**src/hdl/ncao_regs.svh**
```systemverilog
// Constants for the NAND column-address host controller.
// Assumes a 40 MHz clock; times are in ns, counts derived from them.
`ifndef NCAO_REGS_SVH
`define NCAO_REGS_SVH
`define NCAO_CMD_RAND_READ      8'h05
`define NCAO_CMD_RAND_READ_2PL  8'h06
`define NCAO_CMD_READ_CONFIRM   8'hE0
`define NCAO_CMD_RAND_INPUT     8'h85
`define NCAO_CMD_STATUS_ENH     8'h78
`define NCAO_CMD_STATUS         8'h70
`define NCAO_SR_CACHE_RDY_BIT   6
`define NCAO_SR_ARRAY_RDY_BIT   5
`define NCAO_CLK_PERIOD_NS      25
`define NCAO_T_CYCLE_NS         30
`define NCAO_T_WHR_NS           80
`define NCAO_T_ADL_NS           100
`define NCAO_T_REA_NS           20
`define NCAO_CYC_WE   ((`NCAO_T_CYCLE_NS + `NCAO_CLK_PERIOD_NS - 1) / `NCAO_CLK_PERIOD_NS)
`define NCAO_CYC_WHR  ((`NCAO_T_WHR_NS + `NCAO_CLK_PERIOD_NS - 1) / `NCAO_CLK_PERIOD_NS)
`define NCAO_CYC_ADL  ((`NCAO_T_ADL_NS + `NCAO_CLK_PERIOD_NS - 1) / `NCAO_CLK_PERIOD_NS)
`define NCAO_CYC_REA  ((`NCAO_T_REA_NS + `NCAO_CLK_PERIOD_NS - 1) / `NCAO_CLK_PERIOD_NS + 1)
`endif

```
**src/hdl/ncao_pkg.sv**
```systemverilog
// Types for the NAND column-address host controller.
// Assumes ncao_regs.svh is compiled alongside.
package ncao_pkg;
  typedef enum logic [1:0] {
    NCAO_OP_READ_COL,
    NCAO_OP_READ_PLANE,
    NCAO_OP_INPUT_COL,
    NCAO_OP_INPUT_ROW
  } ncao_op_t;
  typedef enum {
    NCAO_IDLE,
    NCAO_STAT_CMD,
    NCAO_STAT_ROW,
    NCAO_STAT_READ,
    NCAO_CMD,
    NCAO_COL,
    NCAO_ROW,
    NCAO_CONFIRM,
    NCAO_WAIT,
    NCAO_STREAM
  } ncao_state_t;
endpackage

```
**src/hdl/ncao_host.sv**
```systemverilog
// Host controller issuing column-address operations to a NAND die.
// Assumes the die's pins are reached directly; inputs from pins are synchronised here.
//
// Behaviour
// - Random read is 05h, two column cycles, E0h, then output.
// - Wait we_high_to_read_delay after E0h before first read strobe.
// - With several dies, send 78h before 05h-E0h.
// - Two-plane read is 06h, two column, three row cycles, E0h.
// - Two-plane read picks a plane; reissue to switch planes.
// - While dies busy, send 78h to the wanted die before 06h-E0h.
// - 85h with two column cycles, then wait address_to_data_load_delay.
// - 85h only inside a program sequence before its confirm.
// - Five-cycle 85h waits address_to_data_load_delay before data.
// - Five-cycle 85h keeps die and plane bits as first given.
// - During internal move, 85h data overwrites cache bytes.
// - 05h-E0h changes only the column, keeping die and plane.
`timescale 1ns/1ps
`include "ncao_regs.svh"
module ncao_host #(
  parameter int DATA_DEPTH = 4
) (
  input  wire logic                  clock,
  input  wire logic                  rstn,
  input  wire logic                  opValid,
  output logic                       opReady,
  input  wire ncao_pkg::ncao_op_t    opKind,
  input  wire logic [15:0]           opColumn,
  input  wire logic [23:0]           opRow,
  input  wire logic [15:0]           opLength,
  input  wire logic                  opMultiDie,
  input  wire logic                  opInProgram,
  input  wire logic [7:0]            wrData,
  input  wire logic                  wrValid,
  output logic                       wrReady,
  output logic [7:0]                 rdData,
  output logic                       rdValid,
  input  wire logic                  rdReady,
  output logic                       opDone,
  output logic                       opRefused,
  output logic                       nandCle,
  output logic                       nandAle,
  output logic                       nandWe_n,
  output logic                       nandRe_n,
  output logic [7:0]                 nandIoOut,
  output logic                       nandIoOe,
  input  wire logic [7:0]            nandIoIn
);
  typedef struct packed {
    ncao_pkg::ncao_state_t st;
    ncao_pkg::ncao_op_t    op;
    logic [15:0] col;
    logic [23:0] row;
    logic [15:0] left;
    logic [2:0]  idx;
    logic [7:0]  tmr;
    logic        half;
    logic        mdie;
    logic        opReady;
    logic        opDone;
    logic        opRefused;
    logic        cle;
    logic        ale;
    logic        we_n;
    logic        re_n;
    logic [7:0]  io;
    logic        oe;
    logic [7:0]  rd;
    logic        rdPush;
    logic        wrPop;
  } ncao_host_state_t;

  ncao_host_state_t cur;
  ncao_host_state_t next_cur;
  logic [7:0] ioSync1;
  logic [7:0] ioSync2;
  logic [7:0] wfData;
  logic       wfValid;
  logic       rfReady;

  // Two-stage synchroniser on the data pins
  always_ff @(posedge clock) begin
    ioSync1 <= nandIoIn;
    ioSync2 <= ioSync1;
  end

  // Write data buffered before driving pins; a full FIFO stalls host source
  ncao_fifo #(.WIDTH(8), .DEPTH(DATA_DEPTH)) wrFifo (
    .clock    (clock),
    .rstn     (rstn),
    .inData   (wrData),
    .inValid  (wrValid),
    .inReady  (wrReady),
    .outData  (wfData),
    .outValid (wfValid),
    .outReady (cur.wrPop)
  );

  // Read data buffered; a full FIFO holds off further read strobes
  ncao_fifo #(.WIDTH(8), .DEPTH(DATA_DEPTH)) rdFifo (
    .clock    (clock),
    .rstn     (rstn),
    .inData   (cur.rd),
    .inValid  (cur.rdPush),
    .inReady  (rfReady),
    .outData  (rdData),
    .outValid (rdValid),
    .outReady (rdReady)
  );

  // Control outputs straight from state
  assign opReady   = cur.opReady;
  assign opDone    = cur.opDone;
  assign opRefused = cur.opRefused;
  assign nandCle   = cur.cle;
  assign nandAle   = cur.ale;
  assign nandWe_n  = cur.we_n;
  assign nandRe_n  = cur.re_n;
  assign nandIoOut = cur.io;
  assign nandIoOe  = cur.oe;

  // Next-state logic: each bus cycle is a low then high write or read strobe phase
  always_comb begin
    next_cur        = cur;
    next_cur.opDone    = 1'b0;
    next_cur.opRefused = 1'b0;
    next_cur.rdPush    = 1'b0;
    next_cur.wrPop     = 1'b0;
    if (cur.tmr != 8'h00) begin
      next_cur.tmr = cur.tmr - 8'h01;
      // Latch enables stay one clock past the rising strobe, then drop
      if (!cur.half) begin
        next_cur.cle = 1'b0;
        next_cur.ale = 1'b0;
      end
    end else begin
      unique case (cur.st)
        ncao_pkg::NCAO_IDLE: begin
          next_cur.opReady = 1'b1;
          next_cur.oe      = 1'b0;
          if (opValid && cur.opReady) begin
            next_cur.opReady = 1'b0;
            next_cur.op   = opKind;
            next_cur.col  = opColumn;
            next_cur.row  = opRow;
            next_cur.left = opLength;
            next_cur.mdie = opMultiDie;
            next_cur.idx  = 3'd0;
            next_cur.half = 1'b0;
            if ((opKind == ncao_pkg::NCAO_OP_INPUT_COL ||
                 opKind == ncao_pkg::NCAO_OP_INPUT_ROW) && !opInProgram) begin
              next_cur.opRefused = 1'b1;
              next_cur.opReady   = 1'b1;
            end else if (opMultiDie || opKind == ncao_pkg::NCAO_OP_READ_PLANE) begin
              next_cur.st = ncao_pkg::NCAO_STAT_CMD;
            end else begin
              next_cur.st = ncao_pkg::NCAO_CMD;
            end
          end
        end
        // Command, address and confirm write cycles, including enhanced status 78h to one die
        ncao_pkg::NCAO_STAT_CMD,
        ncao_pkg::NCAO_CMD,
        ncao_pkg::NCAO_COL,
        ncao_pkg::NCAO_ROW,
        ncao_pkg::NCAO_STAT_ROW,
        ncao_pkg::NCAO_CONFIRM: begin
          next_cur.oe  = 1'b1;
          next_cur.cle = (cur.st == ncao_pkg::NCAO_STAT_CMD || cur.st == ncao_pkg::NCAO_CMD ||
                          cur.st == ncao_pkg::NCAO_CONFIRM);
          next_cur.ale = !next_cur.cle;
          unique case (cur.st)
            ncao_pkg::NCAO_STAT_CMD: next_cur.io = `NCAO_CMD_STATUS_ENH;
            ncao_pkg::NCAO_CMD: begin
              unique case (cur.op)
                ncao_pkg::NCAO_OP_READ_COL:   next_cur.io = `NCAO_CMD_RAND_READ;
                ncao_pkg::NCAO_OP_READ_PLANE: next_cur.io = `NCAO_CMD_RAND_READ_2PL;
                default:                      next_cur.io = `NCAO_CMD_RAND_INPUT;
              endcase
            end
            ncao_pkg::NCAO_COL: next_cur.io = cur.idx[0] ? cur.col[15:8] : cur.col[7:0];
            ncao_pkg::NCAO_CONFIRM: next_cur.io = `NCAO_CMD_READ_CONFIRM;
            default: next_cur.io = cur.idx[1] ? cur.row[23:16] :
                                   (cur.idx[0] ? cur.row[15:8] : cur.row[7:0]);
          endcase
          next_cur.tmr = 8'(`NCAO_CYC_WE);
          if (!cur.half) begin
            next_cur.we_n = 1'b0;
            next_cur.half = 1'b1;
          end else begin
            next_cur.we_n = 1'b1;
            next_cur.half = 1'b0;
            next_cur.idx  = cur.idx + 3'd1;
            unique case (cur.st)
              ncao_pkg::NCAO_STAT_CMD: begin
                next_cur.st = ncao_pkg::NCAO_STAT_ROW;
                next_cur.idx = 3'd0;
              end
              ncao_pkg::NCAO_STAT_ROW: if (cur.idx == 3'd2) begin
                next_cur.st  = ncao_pkg::NCAO_STAT_READ;
                next_cur.tmr = 8'(`NCAO_CYC_WHR);
                next_cur.oe  = 1'b0;
              end
              ncao_pkg::NCAO_CMD: begin
                next_cur.st = ncao_pkg::NCAO_COL;
                next_cur.idx = 3'd0;
              end
              ncao_pkg::NCAO_COL: if (cur.idx == 3'd1) begin
                next_cur.idx = 3'd0;
                unique case (cur.op)
                  ncao_pkg::NCAO_OP_READ_COL: next_cur.st = ncao_pkg::NCAO_CONFIRM;
                  ncao_pkg::NCAO_OP_INPUT_COL: begin
                    next_cur.st  = ncao_pkg::NCAO_WAIT;
                    next_cur.tmr = 8'(`NCAO_CYC_ADL);
                  end
                  default: next_cur.st = ncao_pkg::NCAO_ROW;
                endcase
              end
              ncao_pkg::NCAO_ROW: if (cur.idx == 3'd2) begin
                if (cur.op == ncao_pkg::NCAO_OP_INPUT_ROW) begin
                  next_cur.st  = ncao_pkg::NCAO_WAIT;
                  next_cur.tmr = 8'(`NCAO_CYC_ADL);
                end else begin
                  next_cur.st = ncao_pkg::NCAO_CONFIRM;
                end
              end
              default: begin
                next_cur.st  = ncao_pkg::NCAO_WAIT;
                next_cur.tmr = 8'(`NCAO_CYC_WHR);
              end
            endcase
          end
        end
        // Read status byte; refuse when die not in an accepting state
        ncao_pkg::NCAO_STAT_READ: begin
          if (!cur.half) begin
            next_cur.re_n = 1'b0;
            next_cur.half = 1'b1;
            next_cur.tmr  = 8'(`NCAO_CYC_REA);
          end else begin
            next_cur.re_n = 1'b1;
            next_cur.half = 1'b0;
            if (!ioSync2[`NCAO_SR_CACHE_RDY_BIT] ||
                (cur.op == ncao_pkg::NCAO_OP_READ_PLANE &&
                 !ioSync2[`NCAO_SR_ARRAY_RDY_BIT])) begin
              next_cur.st        = ncao_pkg::NCAO_IDLE;
              next_cur.opRefused = 1'b1;
            end else begin
              next_cur.st  = ncao_pkg::NCAO_CMD;
              next_cur.tmr = 8'(`NCAO_CYC_WE);
            end
          end
        end
        ncao_pkg::NCAO_WAIT: begin
          next_cur.st = ncao_pkg::NCAO_STREAM;
          next_cur.oe = (cur.op == ncao_pkg::NCAO_OP_INPUT_COL ||
                         cur.op == ncao_pkg::NCAO_OP_INPUT_ROW);
        end
        // Data phase: zero length is legal and ends at once
        ncao_pkg::NCAO_STREAM: begin
          if (cur.left == 16'h0000 && !cur.half) begin
            next_cur.st     = ncao_pkg::NCAO_IDLE;
            next_cur.opDone = 1'b1;
            next_cur.oe     = 1'b0;
          end else if (cur.oe) begin
            if (!cur.half && wfValid) begin
              next_cur.io    = wfData;
              next_cur.wrPop = 1'b1;
              next_cur.we_n  = 1'b0;
              next_cur.half  = 1'b1;
              next_cur.tmr   = 8'(`NCAO_CYC_WE);
            end else if (cur.half) begin
              next_cur.we_n = 1'b1;
              next_cur.half = 1'b0;
              next_cur.left = cur.left - 16'h0001;
              next_cur.col  = cur.col + 16'h0001;
              next_cur.tmr  = 8'(`NCAO_CYC_WE);
            end
          end else begin
            if (!cur.half && rfReady) begin
              next_cur.re_n = 1'b0;
              next_cur.half = 1'b1;
              next_cur.tmr  = 8'(`NCAO_CYC_REA);
            end else if (cur.half) begin
              next_cur.re_n   = 1'b1;
              next_cur.half   = 1'b0;
              next_cur.rd     = ioSync2;
              next_cur.rdPush = 1'b1;
              next_cur.left   = cur.left - 16'h0001;
              next_cur.col    = cur.col + 16'h0001;
              next_cur.tmr    = 8'(`NCAO_CYC_WE);
            end
          end
        end
      endcase
    end
  end

  // State register; multi-die use reuses the same sequences
  always_ff @(posedge clock) begin
    if (!rstn) begin
      cur      <= '0;
      cur.st   <= ncao_pkg::NCAO_IDLE;
      cur.we_n <= 1'b1;
      cur.re_n <= 1'b1;
    end else begin
      cur <= next_cur;
    end
  end
endmodule

```
**src/hdl/ncao_fifo.sv**
```systemverilog
// Small valid/ready FIFO for the data path of the NAND host.
// Assumes one clock and a synchronous active-low reset.
`timescale 1ns/1ps
module ncao_fifo #(
  parameter int WIDTH = 8,
  parameter int DEPTH = 4
) (
  input  wire logic             clock,
  input  wire logic             rstn,
  input  wire logic [WIDTH-1:0] inData,
  input  wire logic             inValid,
  output logic                  inReady,
  output logic      [WIDTH-1:0] outData,
  output logic                  outValid,
  input  wire logic             outReady
);
  localparam int AW = $clog2(DEPTH);
  logic [WIDTH-1:0] mem [DEPTH];
  logic [AW-1:0]    wrPtr;
  logic [AW-1:0]    rdPtr;
  logic [AW:0]      count;
  logic             doWrite;
  logic             doRead;

  // Handshakes on both sides
  assign inReady  = (count != (AW+1)'(DEPTH));
  assign outValid = (count != '0);
  assign outData  = mem[rdPtr];
  assign doWrite  = inValid && inReady;
  assign doRead   = outValid && outReady;

  // Pointer and storage update
  always_ff @(posedge clock) begin
    if (!rstn) begin
      wrPtr <= '0;
      rdPtr <= '0;
      count <= '0;
    end else begin
      if (doWrite) begin
        mem[wrPtr] <= inData;
        wrPtr      <= (wrPtr == AW'(DEPTH - 1)) ? '0 : wrPtr + 1'b1;
      end
      if (doRead) begin
        rdPtr <= (rdPtr == AW'(DEPTH - 1)) ? '0 : rdPtr + 1'b1;
      end
      count <= count + (AW+1)'(doWrite) - (AW+1)'(doRead);
    end
  end
endmodule

```
**config.mk**
```make
export PLATFORM = sky130hd
export DESIGN_NAME = ncao_host
export DESIGN_NICKNAME = d
export VERILOG_FILES = /design/src/hdl/ncao_pkg.sv /design/src/hdl/ncao_host.sv /design/src/hdl/ncao_fifo.sv
export VERILOG_INCLUDE_DIRS = /design/src /design/src/hdl
export SDC_FILE = /design/constraint.sdc
export NUM_CORES = 1
export LEC_CHECK = 0
export ABC_AREA = 1
export BUFFER_PORTS_ARGS = -buffer_cell sky130_fd_sc_hd__buf_2
export CAP_MARGIN = 20
export CORE_MARGIN = 10
export CORE_UTILIZATION = 59
export DETAILED_ROUTE_END_ITERATION = 16
export PLACE_DENSITY = 0.9
export SYNTH_ARGS = -nofsm -noshare
export SYNTH_HDL_FRONTEND = slang
export SYNTH_SLANG_ARGS = --single-unit
```
**constraint.sdc**
```tcl
create_clock -name clock -period 2.25 [get_ports clock]
set_input_delay 0 -clock clock [delete_from_list [all_inputs] [get_ports clock]]
set_output_delay 0 -clock clock [all_outputs]
set_load 0.01 [all_outputs]
```
==> impl_metrics.yaml <==
run_status:
  outcome: "finished, final reports clean"
sta:
  fin_skew_ps: 13.0
  relSlewSlack_pct: 56.9
  slew_violations: 0
  finalCritPeriodShare_pct: 94.9
  setup-violations-final: 0
  rsz0062_at_grt: "false"
  fin_setup_tns_ps: 0
  hold_viol: 0
  fmaxAchievable_mhz: 468
  tightestPinTransition_ps: 643
  period_needed_ps: 2140
  layout_setup_ws_ps: 114
global_route:
  grt_max_degree: 54
  busiest_layer: "met2"
  grt_overflow: 0
  grt_usage_pct: 24.6
  met2_usage_pct: 42.2
  use_met1_pct: 28.8
  grt_pass1_wl_um: 44600
  grt_use_met3_pct: 5.67
  antenna_found_initial: 0
  grt_pass1_vias: 9125
drt:
  ant_nets: 0
  drt-initial-drc-count: 799
  routedWlPerCell_um: 16.2
  drc: 0
  routed_wl_um: 27300
  viasPerCell: 5.58
  vias: 9373
  firstDrtPassIters: 5
power_and_ir_drop:
  power.density_nw_per_um2: 908
  leakagePower_nw: 5.05
  ir_worst_vdd_mv: 0.675
  power_mw: 10.8
placed_design:
  dp_hpwl_um: 17400
  portBuffers: 106
  gp_congestion: 0.976
  place_ws_ps: 246
floorplan:
  die_w_um: 149
  initial_utilization_pct: 59.7
  io_pins: 107
  dieHeight_um: 149
  fp.dieArea_um2: 22200
  num_rows: 47
  core_um2: 16400
synthesis:
  synthAdderAreaFrac_pct: 3.22
  synth_top_family_by_area: "simple AND/OR/NAND/NOR gates"
  muxShareOfSynthArea_pct: 0
  yosysUniqueCellTypes: 45
  syn_nets: 1382
  synth_compound_area_share_pct: 15.0
  syn_inst: 1277
  seq_area_frac_synth_pct: 47.0
  synth_xor_area_share_pct: 1.16
  avgSynthCellArea_um2: 7.67
  synth_seq_cells: 198
  netlist_area_um2: 9800
  ys_warn_count: 0
  synthSimpleGateAreaFrac_pct: 25.4
final_layout:
  layout.cells.most_common: "nand2_1"
  area_growth_pct: 21.5
  antenna-diode-count: 0
  nNetsFinal: 1552
  multi_input_area_um2: 4390
  final_cell_mix: "256 x nand2_1, 190 x nor2_1, 141 x o21ai_0"
  fillCellCount: 1150
  drive_above_1_share_pct: 14.7
  ff_latch_area_um2: 4600
setup_path:
  startpoint_type: "register"
  critical_path_class: "reg -> reg"
  critPathArrivalTime_ps: 2500
  r2r_setup_slack_ps: 110
  cp_num_buf_inv: 3
  crit_top_cell: "a21oi_1"
  cp_cell_sequence: "inv_1 -> nand2_2 -> nor2_4 -> buf_4 -> a21oi_1 -> nand3_2 -> inv_2 -> nand2_1 -> a21oi_1"
  cpMaxStageDelayCell: "dfxtp_1"
  critPathMaxStageDelay_ps: 490
  path_delay_family: "buffers and inverters"
  crit_path_end_kind: "register"
  critPathMaxFanout: 24
  crit_required_ps: 2620
clocking:
  clk_pin_slew_ps: 90
  postCtsSetupBuffers: 0
  cts.path.max_buffers: 2
  cts_buffers: 17
  htreeDepth: 4
  clock-root-buffer: "clkbuf_16"
  cts_num_sinks: 198
  tritoncts: "built"
  clock_latency_ps: 450
min_path:
  hold_class: "in -> reg"
job:
  drv_cap: 0
==> where the power goes <==
group          switching (mW)  total, mW  internal [mW]
clock network            1.63       3.18           1.55
registers               0.268       4.25           3.98
logic                    2.20       3.39           1.19
total                    4.10       10.8           6.71
==> cells in the mapped netlist (all sizes together) <==
library cell / n / area share, %
nand2: 268 / 11
nor2: 202 / 8.5
o21ai: 145 / 7.4
dfxtp: 134 / 27
inv: 123 / 4.7
a21oi: 89 / 4.7
nand3: 82 / 4.4
edfxtp: 64 / 20
buf: 37 / 2.6
clkbuf: 23 / 0.88
ha: 22 / 2.8
nor3: 19 / 1.1
o22ai: 16 / 1.0
a31oi: 12 / 0.77
xor2: 8 / 0.72
nand4: 6 / 0.45
xnor2: 5 / 0.45
o21bai: 3 / 0.23
or2: 3 / 0.19
clkinv: 2 / 0.077
fa: 2 / 0.41
nor4: 2 / 0.13
o211a: 2 / 0.20
o221ai: 2 / 0.18
a211oi: 1 / 0.077
a221oi: 1 / 0.089
a22oi: 1 / 0.077
a32oi: 1 / 0.089
o211ai: 1 / 0.077
o31ai: 1 / 0.077
==> routing by layer <==
layer	routed length, um	vias to the layer above
li1	-	4551
met1	10600	4257
met2	13500	471
met3	2200	94
met4	903	0
met5	0	-
==> cell type report <==
| cell class | instances | share of cell area (%) |
|---|---|---|
| clock buffers | 17 | 3.57 |
| clock inverters | 15 | 1.78 |
| inverters | 125 | 3.94 |
| multi-input cells | 894 | 36.9 |
| flip-flops and latches | 198 | 38.7 |
| well taps | 220 | 2.31 |
| repair buffers | 211 | 12.9 |
==> tightest hold or removal path: stages <==
cell	delay, ps
buf_2	80
nand3_1	110
o21ai_0	110
a21oi_1	70
nor2_1	80
==> registers in the layout, indices dropped and copies added (netlist names), 2 cells and up, named ones only <==
| signal | flops |
|---|---|
| ioSync1 | 8 |
| nandIoOut | 8 |
| cur | 84 |
| rdFifo.rdPtr | 2 |
| wrFifo.count | 3 |
| rdFifo.mem | 32 |
| ioSync2 | 8 |
| wrFifo.mem | 32 |
| rdFifo.count | 3 |
| rdFifo.wrPtr | 2 |
| wrFifo.wrPtr | 2 |
| wrFifo.rdPtr | 2 |
==> cells by family after synthesis <==
family,count (synthesis)
AOI/OAI and AO/OA,275
xor gates and xnor gates,13
adders and majority gates,24
buffers and inverters,185
DFF,198
and+or+nand+nor,582
==> per-stage QoR <==
| step | area [um2] | std cells | util [%] | hold slack, ps |
|---|---|---|---|---|
| finish | 11900 | 1680 | 72.6 | 51.7 |
| global route | 11900 | 1680 | 72.6 | 92.6 |
| CTS | 11900 | 1680 | 72.6 | 25.5 |
| detailed placement | 10500 | 1573 | 64.1 | 105 |
| global placement | 10500 | 1573 | 64.1 | 103 |
| floorplan | 9800 | 1277 | - | 27.7 |
==> repair_timing <==
| action | 4_1_cts | 5_1_grt |
|---|---|---|
| setup endpoints to repair | 0 | 7 |
| hold endpoints to repair | 102 | 0 |
| resized for setup | 0 | 1 |
| hold buffers | 75 | 0 |
==> worst paths after layout <==
kind	cells past startpoint	endpoint	startpoint
worst max-delay path	9	cur[39]	cur[98]
worst min-delay path	5	cur[89]	opColumn[10]
worst max register to register	9	cur[39]	cur[98]
worst min register to register	0	ioSync2[1]	ioSync1[1]
No activity file was read; power rests on OpenSTA's default activity.
